### src/bcd_pkg.sv
package bcd_pkg;

    // register byte offsets
    localparam logic [7:0] ADDR_CTRL = 8'h00;
    localparam logic [7:0] ADDR_INSTR = 8'h04;
    localparam logic [7:0] ADDR_PC = 8'h08;
    localparam logic [7:0] ADDR_PSW = 8'h0c;
    localparam logic [7:0] ADDR_ACC = 8'h10;
    localparam logic [7:0] ADDR_REGB = 8'h14;
    localparam logic [7:0] ADDR_REGC = 8'h18;
    localparam logic [7:0] ADDR_OPND = 8'h1c;
    localparam logic [7:0] ADDR_CLKSEL = 8'h20;
    localparam logic [7:0] ADDR_STATUS = 8'h24;

    // ctrl / status fields
    localparam int CTRL_START_BIT = 0;
    localparam int STAT_BUSY_BIT = 0;
    localparam int STAT_PAUSE_BIT = 1;
    localparam int STAT_FREEZE_BIT = 2;
    localparam int STAT_TAKEN_BIT = 3;

    // instruction word fields
    localparam int INSTR_OP_LSB = 0;
    localparam int INSTR_SRC_LSB = 4;
    localparam int INSTR_BIT_LSB = 8;
    localparam int INSTR_OFS_LSB = 16;

    // program status word bit positions
    localparam int PSW_CY_BIT = 0;
    localparam int PSW_AC_BIT = 4;
    localparam int PSW_Z_BIT = 6;
    localparam int PSW_IE_BIT = 7;
    localparam logic [7:0] PSW_WMASK = 8'hd1;

    // reset values
    localparam logic [15:0] PC_RST = 16'h0000;
    localparam logic [7:0] BYTE_RST = 8'h00;
    localparam logic [1:0] CLKSEL_RST = 2'h0;

    // instruction lengths in bytes
    localparam logic [2:0] LEN_1 = 3'h1;
    localparam logic [2:0] LEN_2 = 3'h2;
    localparam logic [2:0] LEN_3 = 3'h3;
    localparam logic [2:0] LEN_4 = 3'h4;

    // instruction durations in cpu clocks
    localparam logic [3:0] CLK_2 = 4'h2;
    localparam logic [3:0] CLK_6 = 4'h6;
    localparam logic [3:0] CLK_8 = 4'h8;
    localparam logic [3:0] CLK_10 = 4'ha;

    typedef enum logic [3:0] {
        OP_IDLE = 4'h0,
        OP_BR_CARRY = 4'h1,
        OP_BR_NO_CARRY = 4'h2,
        OP_BR_ZERO = 4'h3,
        OP_BR_NONZERO = 4'h4,
        OP_BIT_SET = 4'h5,
        OP_BIT_CLEAR = 4'h6,
        OP_DEC_BR = 4'h7,
        OP_INT_ALLOW = 4'h8,
        OP_INT_BLOCK = 4'h9,
        OP_CLK_PAUSE = 4'ha,
        OP_OSC_FREEZE = 4'hb
    } bcd_op_e;

    // operand source: bit tests use all four, decrement uses short/b/c
    typedef enum logic [1:0] {
        SRC_SHORT = 2'h0,
        SRC_SFR = 2'h1,
        SRC_PSW = 2'h2,
        SRC_ACC = 2'h3
    } bcd_src_e;

    localparam logic [1:0] DEC_REGB = 2'h1;
    localparam logic [1:0] DEC_REGC = 2'h2;

    typedef enum logic [0:0] {
        ST_IDLE = 1'b0,
        ST_EXEC = 1'b1
    } bcd_state_e;

    typedef struct packed {
        logic [7:0] offset;
        logic [2:0] bit_sel;
        logic [1:0] src;
        logic [3:0] op;
    } bcd_instr_s;

    typedef struct packed {
        logic [7:0] addr;
        logic write;
        logic valid;
    } bcd_aphase_s;

endpackage : bcd_pkg
### src/bcd_core.sv
// The AHB-Lite slave port and the placing of the registers were left to the implementer.
module bcd_core (
    input wire logic mclk,
    input wire logic rstn,
    input wire logic hsel,
    input wire logic [31:0] haddr,
    input wire logic [1:0] htrans,
    input wire logic hwrite,
    input wire logic [2:0] hsize,
    input wire logic [31:0] hwdata,
    input wire logic hready,
    output logic hreadyout,
    output logic hresp,
    output logic [31:0] hrdata,
    output logic busy,
    output logic interrupt_enable,
    output logic clock_pause_mode,
    output logic oscillator_freeze_mode
);

    function automatic logic [2:0] op_length(input logic [3:0] op, input logic [1:0] src);
        case (op)
            bcd_pkg::OP_BR_CARRY, bcd_pkg::OP_BR_NO_CARRY,
            bcd_pkg::OP_BR_ZERO, bcd_pkg::OP_BR_NONZERO: op_length = bcd_pkg::LEN_2;
            bcd_pkg::OP_BIT_SET, bcd_pkg::OP_BIT_CLEAR: begin
                op_length = (src == bcd_pkg::SRC_ACC) ? bcd_pkg::LEN_3 : bcd_pkg::LEN_4;
            end
            bcd_pkg::OP_DEC_BR: begin
                op_length = (src == bcd_pkg::DEC_REGB || src == bcd_pkg::DEC_REGC) ?
                    bcd_pkg::LEN_2 : bcd_pkg::LEN_3;
            end
            bcd_pkg::OP_INT_ALLOW, bcd_pkg::OP_INT_BLOCK: op_length = bcd_pkg::LEN_3;
            default: op_length = bcd_pkg::LEN_1;
        endcase
    endfunction : op_length

    function automatic logic [3:0] op_clocks(input logic [3:0] op, input logic [1:0] src);
        case (op)
            bcd_pkg::OP_BR_CARRY, bcd_pkg::OP_BR_NO_CARRY,
            bcd_pkg::OP_BR_ZERO, bcd_pkg::OP_BR_NONZERO: op_clocks = bcd_pkg::CLK_6;
            bcd_pkg::OP_BIT_SET, bcd_pkg::OP_BIT_CLEAR: begin
                op_clocks = (src == bcd_pkg::SRC_ACC) ? bcd_pkg::CLK_8 : bcd_pkg::CLK_10;
            end
            bcd_pkg::OP_DEC_BR: begin
                op_clocks = (src == bcd_pkg::DEC_REGB || src == bcd_pkg::DEC_REGC) ?
                    bcd_pkg::CLK_6 : bcd_pkg::CLK_8;
            end
            bcd_pkg::OP_INT_ALLOW, bcd_pkg::OP_INT_BLOCK: op_clocks = bcd_pkg::CLK_6;
            default: op_clocks = bcd_pkg::CLK_2;
        endcase
    endfunction : op_clocks

    // divider mask: select 0..3 gives cpu period of 1, 2, 4, 8 mclk
    function automatic logic [2:0] div_mask(input logic [1:0] sel);
        case (sel)
            2'h0: div_mask = 3'h0;
            2'h1: div_mask = 3'h1;
            2'h2: div_mask = 3'h3;
            default: div_mask = 3'h7;
        endcase
    endfunction : div_mask

    bcd_pkg::bcd_state_e state_r, state_nxt;
    bcd_pkg::bcd_instr_s instr_r, instr_nxt;
    bcd_pkg::bcd_aphase_s aph_r, aph_nxt;
    logic [3:0] cnt_r, cnt_nxt;
    logic [2:0] div_r, div_nxt;
    logic [15:0] pc_r, pc_nxt;
    logic [7:0] psw_r, psw_nxt;
    logic [7:0] acc_r, acc_nxt;
    logic [7:0] regb_r, regb_nxt;
    logic [7:0] regc_r, regc_nxt;
    logic [7:0] opnd_r, opnd_nxt;
    logic [1:0] clksel_r, clksel_nxt;
    logic pause_r, pause_nxt;
    logic freeze_r, freeze_nxt;
    logic taken_r, taken_nxt;
    logic [31:0] hrdata_r, hrdata_nxt;

    logic cpu_tick;
    logic wr_en;
    logic [7:0] test_byte;
    logic [7:0] dec_val;
    logic cond;
    logic [15:0] pc_seq;
    logic [15:0] pc_jump;
    logic [31:0] rd_word;

    assign cpu_tick = (div_r & div_mask(clksel_r)) == div_mask(clksel_r);
    assign wr_en = aph_r.valid && aph_r.write;

    always_comb begin
        case (instr_r.src)
            bcd_pkg::SRC_PSW: test_byte = psw_r;
            bcd_pkg::SRC_ACC: test_byte = acc_r;
            default: test_byte = opnd_r;
        endcase
        case (instr_r.src)
            bcd_pkg::DEC_REGB: dec_val = regb_r - 8'h01;
            bcd_pkg::DEC_REGC: dec_val = regc_r - 8'h01;
            default: dec_val = opnd_r - 8'h01;
        endcase
        case (instr_r.op)
            bcd_pkg::OP_BR_CARRY: cond = psw_r[bcd_pkg::PSW_CY_BIT];
            bcd_pkg::OP_BR_NO_CARRY: cond = !psw_r[bcd_pkg::PSW_CY_BIT];
            bcd_pkg::OP_BR_ZERO: cond = psw_r[bcd_pkg::PSW_Z_BIT];
            bcd_pkg::OP_BR_NONZERO: cond = !psw_r[bcd_pkg::PSW_Z_BIT];
            bcd_pkg::OP_BIT_SET: cond = test_byte[instr_r.bit_sel];
            bcd_pkg::OP_BIT_CLEAR: cond = !test_byte[instr_r.bit_sel];
            bcd_pkg::OP_DEC_BR: cond = (dec_val != 8'h00);
            default: cond = 1'b0;
        endcase
    end

    assign pc_seq = pc_r + {13'h0000, op_length(instr_r.op, instr_r.src)};
    assign pc_jump = pc_seq + {{8{instr_r.offset[7]}}, instr_r.offset};

    always_comb begin
        case (aph_nxt.addr)
            bcd_pkg::ADDR_CTRL: rd_word = 32'h0000_0000;
            bcd_pkg::ADDR_INSTR: begin
                rd_word = 32'h0000_0000;
                rd_word[bcd_pkg::INSTR_OP_LSB +: 4] = instr_r.op;
                rd_word[bcd_pkg::INSTR_SRC_LSB +: 2] = instr_r.src;
                rd_word[bcd_pkg::INSTR_BIT_LSB +: 3] = instr_r.bit_sel;
                rd_word[bcd_pkg::INSTR_OFS_LSB +: 8] = instr_r.offset;
            end
            bcd_pkg::ADDR_PC: rd_word = {16'h0000, pc_r};
            bcd_pkg::ADDR_PSW: rd_word = {24'h000000, psw_r};
            bcd_pkg::ADDR_ACC: rd_word = {24'h000000, acc_r};
            bcd_pkg::ADDR_REGB: rd_word = {24'h000000, regb_r};
            bcd_pkg::ADDR_REGC: rd_word = {24'h000000, regc_r};
            bcd_pkg::ADDR_OPND: rd_word = {24'h000000, opnd_r};
            bcd_pkg::ADDR_CLKSEL: rd_word = {30'h00000000, clksel_r};
            bcd_pkg::ADDR_STATUS: begin
                rd_word = 32'h0000_0000;
                rd_word[bcd_pkg::STAT_BUSY_BIT] = (state_r == bcd_pkg::ST_EXEC);
                rd_word[bcd_pkg::STAT_PAUSE_BIT] = pause_r;
                rd_word[bcd_pkg::STAT_FREEZE_BIT] = freeze_r;
                rd_word[bcd_pkg::STAT_TAKEN_BIT] = taken_r;
            end
            default: rd_word = 32'h0000_0000;
        endcase
    end

    always_comb begin
        aph_nxt.valid = hsel && htrans[1] && hready;
        aph_nxt.write = hwrite;
        aph_nxt.addr = (haddr[31:8] == 24'h000000) ? haddr[7:0] : 8'hff;
        hrdata_nxt = (aph_nxt.valid && !hwrite) ? rd_word : hrdata_r;
        state_nxt = state_r;
        instr_nxt = instr_r;
        cnt_nxt = cnt_r;
        div_nxt = div_r + 3'h1;
        pc_nxt = pc_r;
        psw_nxt = psw_r;
        acc_nxt = acc_r;
        regb_nxt = regb_r;
        regc_nxt = regc_r;
        opnd_nxt = opnd_r;
        clksel_nxt = clksel_r;
        pause_nxt = pause_r;
        freeze_nxt = freeze_r;
        taken_nxt = taken_r;
        // software writes only while nothing executes
        if (wr_en && state_r == bcd_pkg::ST_IDLE) begin
            case (aph_r.addr)
                bcd_pkg::ADDR_CTRL: begin
                    if (hwdata[bcd_pkg::CTRL_START_BIT] && !pause_r && !freeze_r) begin
                        state_nxt = bcd_pkg::ST_EXEC;
                        cnt_nxt = op_clocks(instr_r.op, instr_r.src);
                        div_nxt = 3'h0;
                    end
                end
                bcd_pkg::ADDR_INSTR: begin
                    instr_nxt.op = hwdata[bcd_pkg::INSTR_OP_LSB +: 4];
                    instr_nxt.src = hwdata[bcd_pkg::INSTR_SRC_LSB +: 2];
                    instr_nxt.bit_sel = hwdata[bcd_pkg::INSTR_BIT_LSB +: 3];
                    instr_nxt.offset = hwdata[bcd_pkg::INSTR_OFS_LSB +: 8];
                end
                bcd_pkg::ADDR_PC: pc_nxt = hwdata[15:0];
                bcd_pkg::ADDR_PSW: psw_nxt = hwdata[7:0] & bcd_pkg::PSW_WMASK;
                bcd_pkg::ADDR_ACC: acc_nxt = hwdata[7:0];
                bcd_pkg::ADDR_REGB: regb_nxt = hwdata[7:0];
                bcd_pkg::ADDR_REGC: regc_nxt = hwdata[7:0];
                bcd_pkg::ADDR_OPND: opnd_nxt = hwdata[7:0];
                bcd_pkg::ADDR_CLKSEL: clksel_nxt = hwdata[1:0];
                bcd_pkg::ADDR_STATUS: begin
                    // any write to the status register releases standby
                    pause_nxt = 1'b0;
                    freeze_nxt = 1'b0;
                end
                default: begin
                end
            endcase
        end
        case (state_r)
            bcd_pkg::ST_IDLE: begin
            end
            bcd_pkg::ST_EXEC: begin
                if (cpu_tick) begin
                    cnt_nxt = cnt_r - 4'h1;
                    if (cnt_r == 4'h1) begin
                        state_nxt = bcd_pkg::ST_IDLE;
                        taken_nxt = cond;
                        pc_nxt = cond ? pc_jump : pc_seq;
                        case (instr_r.op)
                            bcd_pkg::OP_DEC_BR: begin
                                case (instr_r.src)
                                    bcd_pkg::DEC_REGB: regb_nxt = dec_val;
                                    bcd_pkg::DEC_REGC: regc_nxt = dec_val;
                                    default: opnd_nxt = dec_val;
                                endcase
                            end
                            bcd_pkg::OP_INT_ALLOW: psw_nxt[bcd_pkg::PSW_IE_BIT] = 1'b1;
                            bcd_pkg::OP_INT_BLOCK: psw_nxt[bcd_pkg::PSW_IE_BIT] = 1'b0;
                            bcd_pkg::OP_CLK_PAUSE: pause_nxt = 1'b1;
                            bcd_pkg::OP_OSC_FREEZE: freeze_nxt = 1'b1;
                            default: begin
                                // flags untouched by branches and idle
                            end
                        endcase
                    end
                end
            end
            default: state_nxt = bcd_pkg::ST_IDLE;
        endcase
    end

    always_ff @(posedge mclk or negedge rstn) begin
        if (!rstn) begin
            state_r <= bcd_pkg::ST_IDLE;
            instr_r <= '0;
            aph_r <= '0;
            cnt_r <= 4'h0;
            div_r <= 3'h0;
            pc_r <= bcd_pkg::PC_RST;
            psw_r <= bcd_pkg::BYTE_RST;
            acc_r <= bcd_pkg::BYTE_RST;
            regb_r <= bcd_pkg::BYTE_RST;
            regc_r <= bcd_pkg::BYTE_RST;
            opnd_r <= bcd_pkg::BYTE_RST;
            clksel_r <= bcd_pkg::CLKSEL_RST;
            pause_r <= 1'b0;
            freeze_r <= 1'b0;
            taken_r <= 1'b0;
            hrdata_r <= 32'h0000_0000;
        end else begin
            state_r <= state_nxt;
            instr_r <= instr_nxt;
            aph_r <= aph_nxt;
            cnt_r <= cnt_nxt;
            div_r <= div_nxt;
            pc_r <= pc_nxt;
            psw_r <= psw_nxt;
            acc_r <= acc_nxt;
            regb_r <= regb_nxt;
            regc_r <= regc_nxt;
            opnd_r <= opnd_nxt;
            clksel_r <= clksel_nxt;
            pause_r <= pause_nxt;
            freeze_r <= freeze_nxt;
            taken_r <= taken_nxt;
            hrdata_r <= hrdata_nxt;
        end
    end

    assign hreadyout = 1'b1;
    assign hresp = 1'b0;
    assign hrdata = hrdata_r;
    assign busy = (state_r == bcd_pkg::ST_EXEC);
    assign interrupt_enable = psw_r[bcd_pkg::PSW_IE_BIT];
    assign clock_pause_mode = pause_r;
    assign oscillator_freeze_mode = freeze_r;

endmodule : bcd_core

### config.mk
export PLATFORM = sky130hd
export DESIGN_NAME = bcd_core
export DESIGN_NICKNAME = d
export VERILOG_FILES = /design/src/bcd_pkg.sv /design/src/bcd_core.sv
export SDC_FILE = /design/constraint.sdc
export NUM_CORES = 1
export LEC_CHECK = 0
export ABC_AREA = 1
export BUFFER_PORTS_ARGS = -buffer_cell sky130_fd_sc_hd__buf_2
export CORE_UTILIZATION = 45
export CTS_CLUSTER_SIZE = 16
export DETAILED_ROUTE_END_ITERATION = 12
export PLACE_DENSITY_LB_ADDON = 0.25
export SLEW_MARGIN = 20
export SYNTH_ARGS = -nofsm -noshare
export SYNTH_HDL_FRONTEND = slang
export SYNTH_SLANG_ARGS = --single-unit
### constraint.sdc
create_clock -name mclk -period 8.2 [get_ports mclk]
set_input_delay 1.64 -clock mclk [delete_from_list [all_inputs] [get_ports mclk]]
set_output_delay 1.64 -clock mclk [all_outputs]
set_load 0.01 [all_outputs]
==> flow_summary.ini <==
[logic_synthesis]
yosysSeqAreaShare_pct = 36.9
synth_top_family_by_area = simple AND/OR/NAND/NOR gates
synth_seq_cells = 116
synth_cell_types = 50
synth_compound_area_share_pct = 13.2
synth_simple_gate_area_share_pct = 32.0
syn_area_per_cell_um2 = 7.16
synthAdderAreaFrac_pct = 4.80
synthCells = 1098
synth_edf_count = 0
synthTopCellsByCount = 309 x nand2_1, 116 x dfrtp_1, 114 x inv_1
async_flop_share_pct = 100
syn_area_mm2 = 0.00787
yosysTopAreaCell = dfrtp_1
yosysTopAreaCellShare_pct = 36.9
yosys_most_used_dff = dfrtp_1
yosysMostFrequentCell = nand2_1
yosys_warnings = 0
synthTopCellsByArea = dfrtp_1 37%, nand2_1 15%, nand3_1 7.0%, inv_1 5.4%, o21ai_0 4.9%
synthMuxAreaShare_pct = 1.00
synthXorXnorAreaFrac_pct = 2.67

[timing]
rsz0062_at_grt = no
relSlewSlack_pct = 37.9
period_share_pct = 58.7
hold_viol = 0
worst_slew_pin_slew_ns = 0.931
timing.fmax_ghz = 0.208
setup_viol = 0
min_period_ns = 4.81
report.final.slew_viol_count = 0
tns_ns = 0
worst_slack_ns = 3.39
clock_skew_ns = 0.0108

[final_layout]
nFillCells = 1657
multi_input_area_mm2 = 0.00427
fin_cells = 1408
n_antenna_cell = 0
layout.nets = 1280
syn_to_final_growth_pct = 15.0
seq_area_mm2 = 0.00290
drive_above_1_share_pct = 15.2

[critical_path]
rr_worst_depth = 26
crit_slowest_cell = dfrtp_1
crit_path_end_kind = register
crit_fanout = 5
crit_arrival_ns = 5.15
required_ns = 8.54
setup.worst_path.class = register to register
r2r_slack_ns = 3.39
worstReg2RegStart = instr_r[3]
slowest_delay_ns = 0.41
rr_endpoint = pc_r[14]
startpoint_type = register
cpMostUsedCell = nand2_1

[clocking]
cts_setup_buffers = 0
cts_tree = built
ctsResizeCount = 0
root_buffer = clkbuf_16
cts.path.max_buffers = 2
cts_inserted_buffers = 17
clkTransAtPathRegs_ns = 0.06
clock_sinks = 116
insertion_delay_ns = 0.43
cts_hold_buffers = 0
htreeDepth = 4

[global_route]
antenna_found_initial = 0
grt_pass1_vias = 6891
grt_pass1_wl_um = 36300
grt_max_degree = 64
gr-total-overflow = 0
grt_util_all_layers_pct = 26.3

[placed_design]
io_buffers = 89
place_ws_ns = 3.45
dp_cells = 1378
place_congestion = 0.919
hpwl_um = 16700

[pwr]
p_sw_share_pct = 21.7
cellInternalPower_mw = 1.15
p_seq_share_pct = 39.6
p_switching_mw = 0.318
finalPower_mw = 1.47
pwr-share-clk_pct = 55.6
p_per_area_mw_per_mm2 = 162
ir_drop_v = 0.000144
combPwrFrac_pct = 4.8
power.leakage_nw = 4.83

[detailed_routing]
drt_iter0_markers = 543
detail_route.vias_per_cell = 5.27
drtAntennaViolNets = 0
totalWireLength_um = 22600
detail_route.wl_per_cell_um = 16.0
first_pass_iters = 5
vias = 7415
drcViolationCount = 0

[floorplan]
initial_core_util_pct = 46.8
die_area_mm2 = 0.0180
io_pins = 112
fp.coreArea_mm2 = 0.0168
die_w_um = 134
num_rows = 47
die_y_um = 134

[min_path]
hold_path_end = hrdata[21]
min_from = hrdata[21]
hp-class = register to register
whs_path_depth = 2

[run]
max_cap_violations = 0

[status]
status = finished, final reports clean
## cells in the final DEF, fill, tap and decap left out, types with 17 or more instances in the layout
master	synthesis	final
a21oi_1	50	50
ha_1	27	27
o21ai_0	77	77
clkbuf_16	0	17
nand3_1	110	110
nor2_1	81	81
o21ai_1	19	19
dfrtp_1	116	116
buf_2	12	88
nand2_1	309	309
inv_1	114	114
## cell type report
cell class / instances / share of cell area, %
clock inverters: 10 / 1.99
repair buffers: 94 / 5.37
multi-input cells: 823 / 47.2
flip-flops and latches: 116 / 32.1
inverters: 125 / 5.22
clock buffers: 20 / 5.05
well taps: 220 / 3.04
## routing by layer
metal	track usage (%)	part of all wire, %
met3	4.12	5.1
met5	0	0
met2	42.4	47
met1	34.5	44
met4	12.9	3.6
## worst max path at each step
stage                    start  endpoint  slack, ns  cells past startpoint
floorplan           instr_r[2]  pc_r[13]       4.16                     28
global placement    instr_r[3]  pc_r[13]       3.51                     27
detailed placement  instr_r[3]  pc_r[13]       3.45                     27
CTS                 instr_r[3]  pc_r[14]       3.43                     26
global route        instr_r[2]  pc_r[13]       2.92                     28
finish              instr_r[3]  pc_r[14]       3.39                     26
## through the flow
stage	hold WS, ns	utilization (%)	instance area, um2
2_1_floorplan	0.451	-	7900
3_3_place_gp	0.460	50.0	8400
3_5_place_dp	0.461	50.0	8400
4_1_cts	0.476	53.8	9040
5_1_grt	0.497	53.8	9040
6_report	0.472	53.8	9040
## power by group through the flow
stage | logic (mW) | registers [mW] | clock network, mW
global route | 0.0798 | 0.582 | 0.852
floorplan | 0.0358 | 0.590 | 0
finish | 0.0705 | 0.582 | 0.816
global placement | 0.0701 | 0.592 | 0
CTS | 0.0712 | 0.582 | 0.828
detailed placement | 0.0704 | 0.592 | 0
## critical path, delay by kind of cell, from the launching register on
kind | cells | cell delay (ns)
adders and majority gates | 3 | 0.82
and+or+nand+nor | 14 | 2.12
xor gates and xnor gates | 2 | 0.39
buffers and inverters | 3 | 0.25
DFF | 1 | 0.41
AOI/OAI and AO/OA | 4 | 0.73
## state kept, by name (all words and copies together) (netlist names), 2 cells and up
register  cells
div_r         3
regb_r        8
aph_r        10
instr_r      17
acc_r         8
clksel_r      2
regc_r        8
psw_r         4
cnt_r         4
pc_r         16
hrdata       24
opnd_r        8
## kinds of logic after synthesis
family | count (synthesis)
other | 2
XOR/XNOR | 24
flip-flops | 116
AND/OR/NAND/NOR | 567
AO/OA/AOI/OAI | 186
buffers and inverters | 167
adder cells (fa/ha/maj) | 29
multiplexers | 7
No activity file was read; power rests on OpenSTA's default activity.
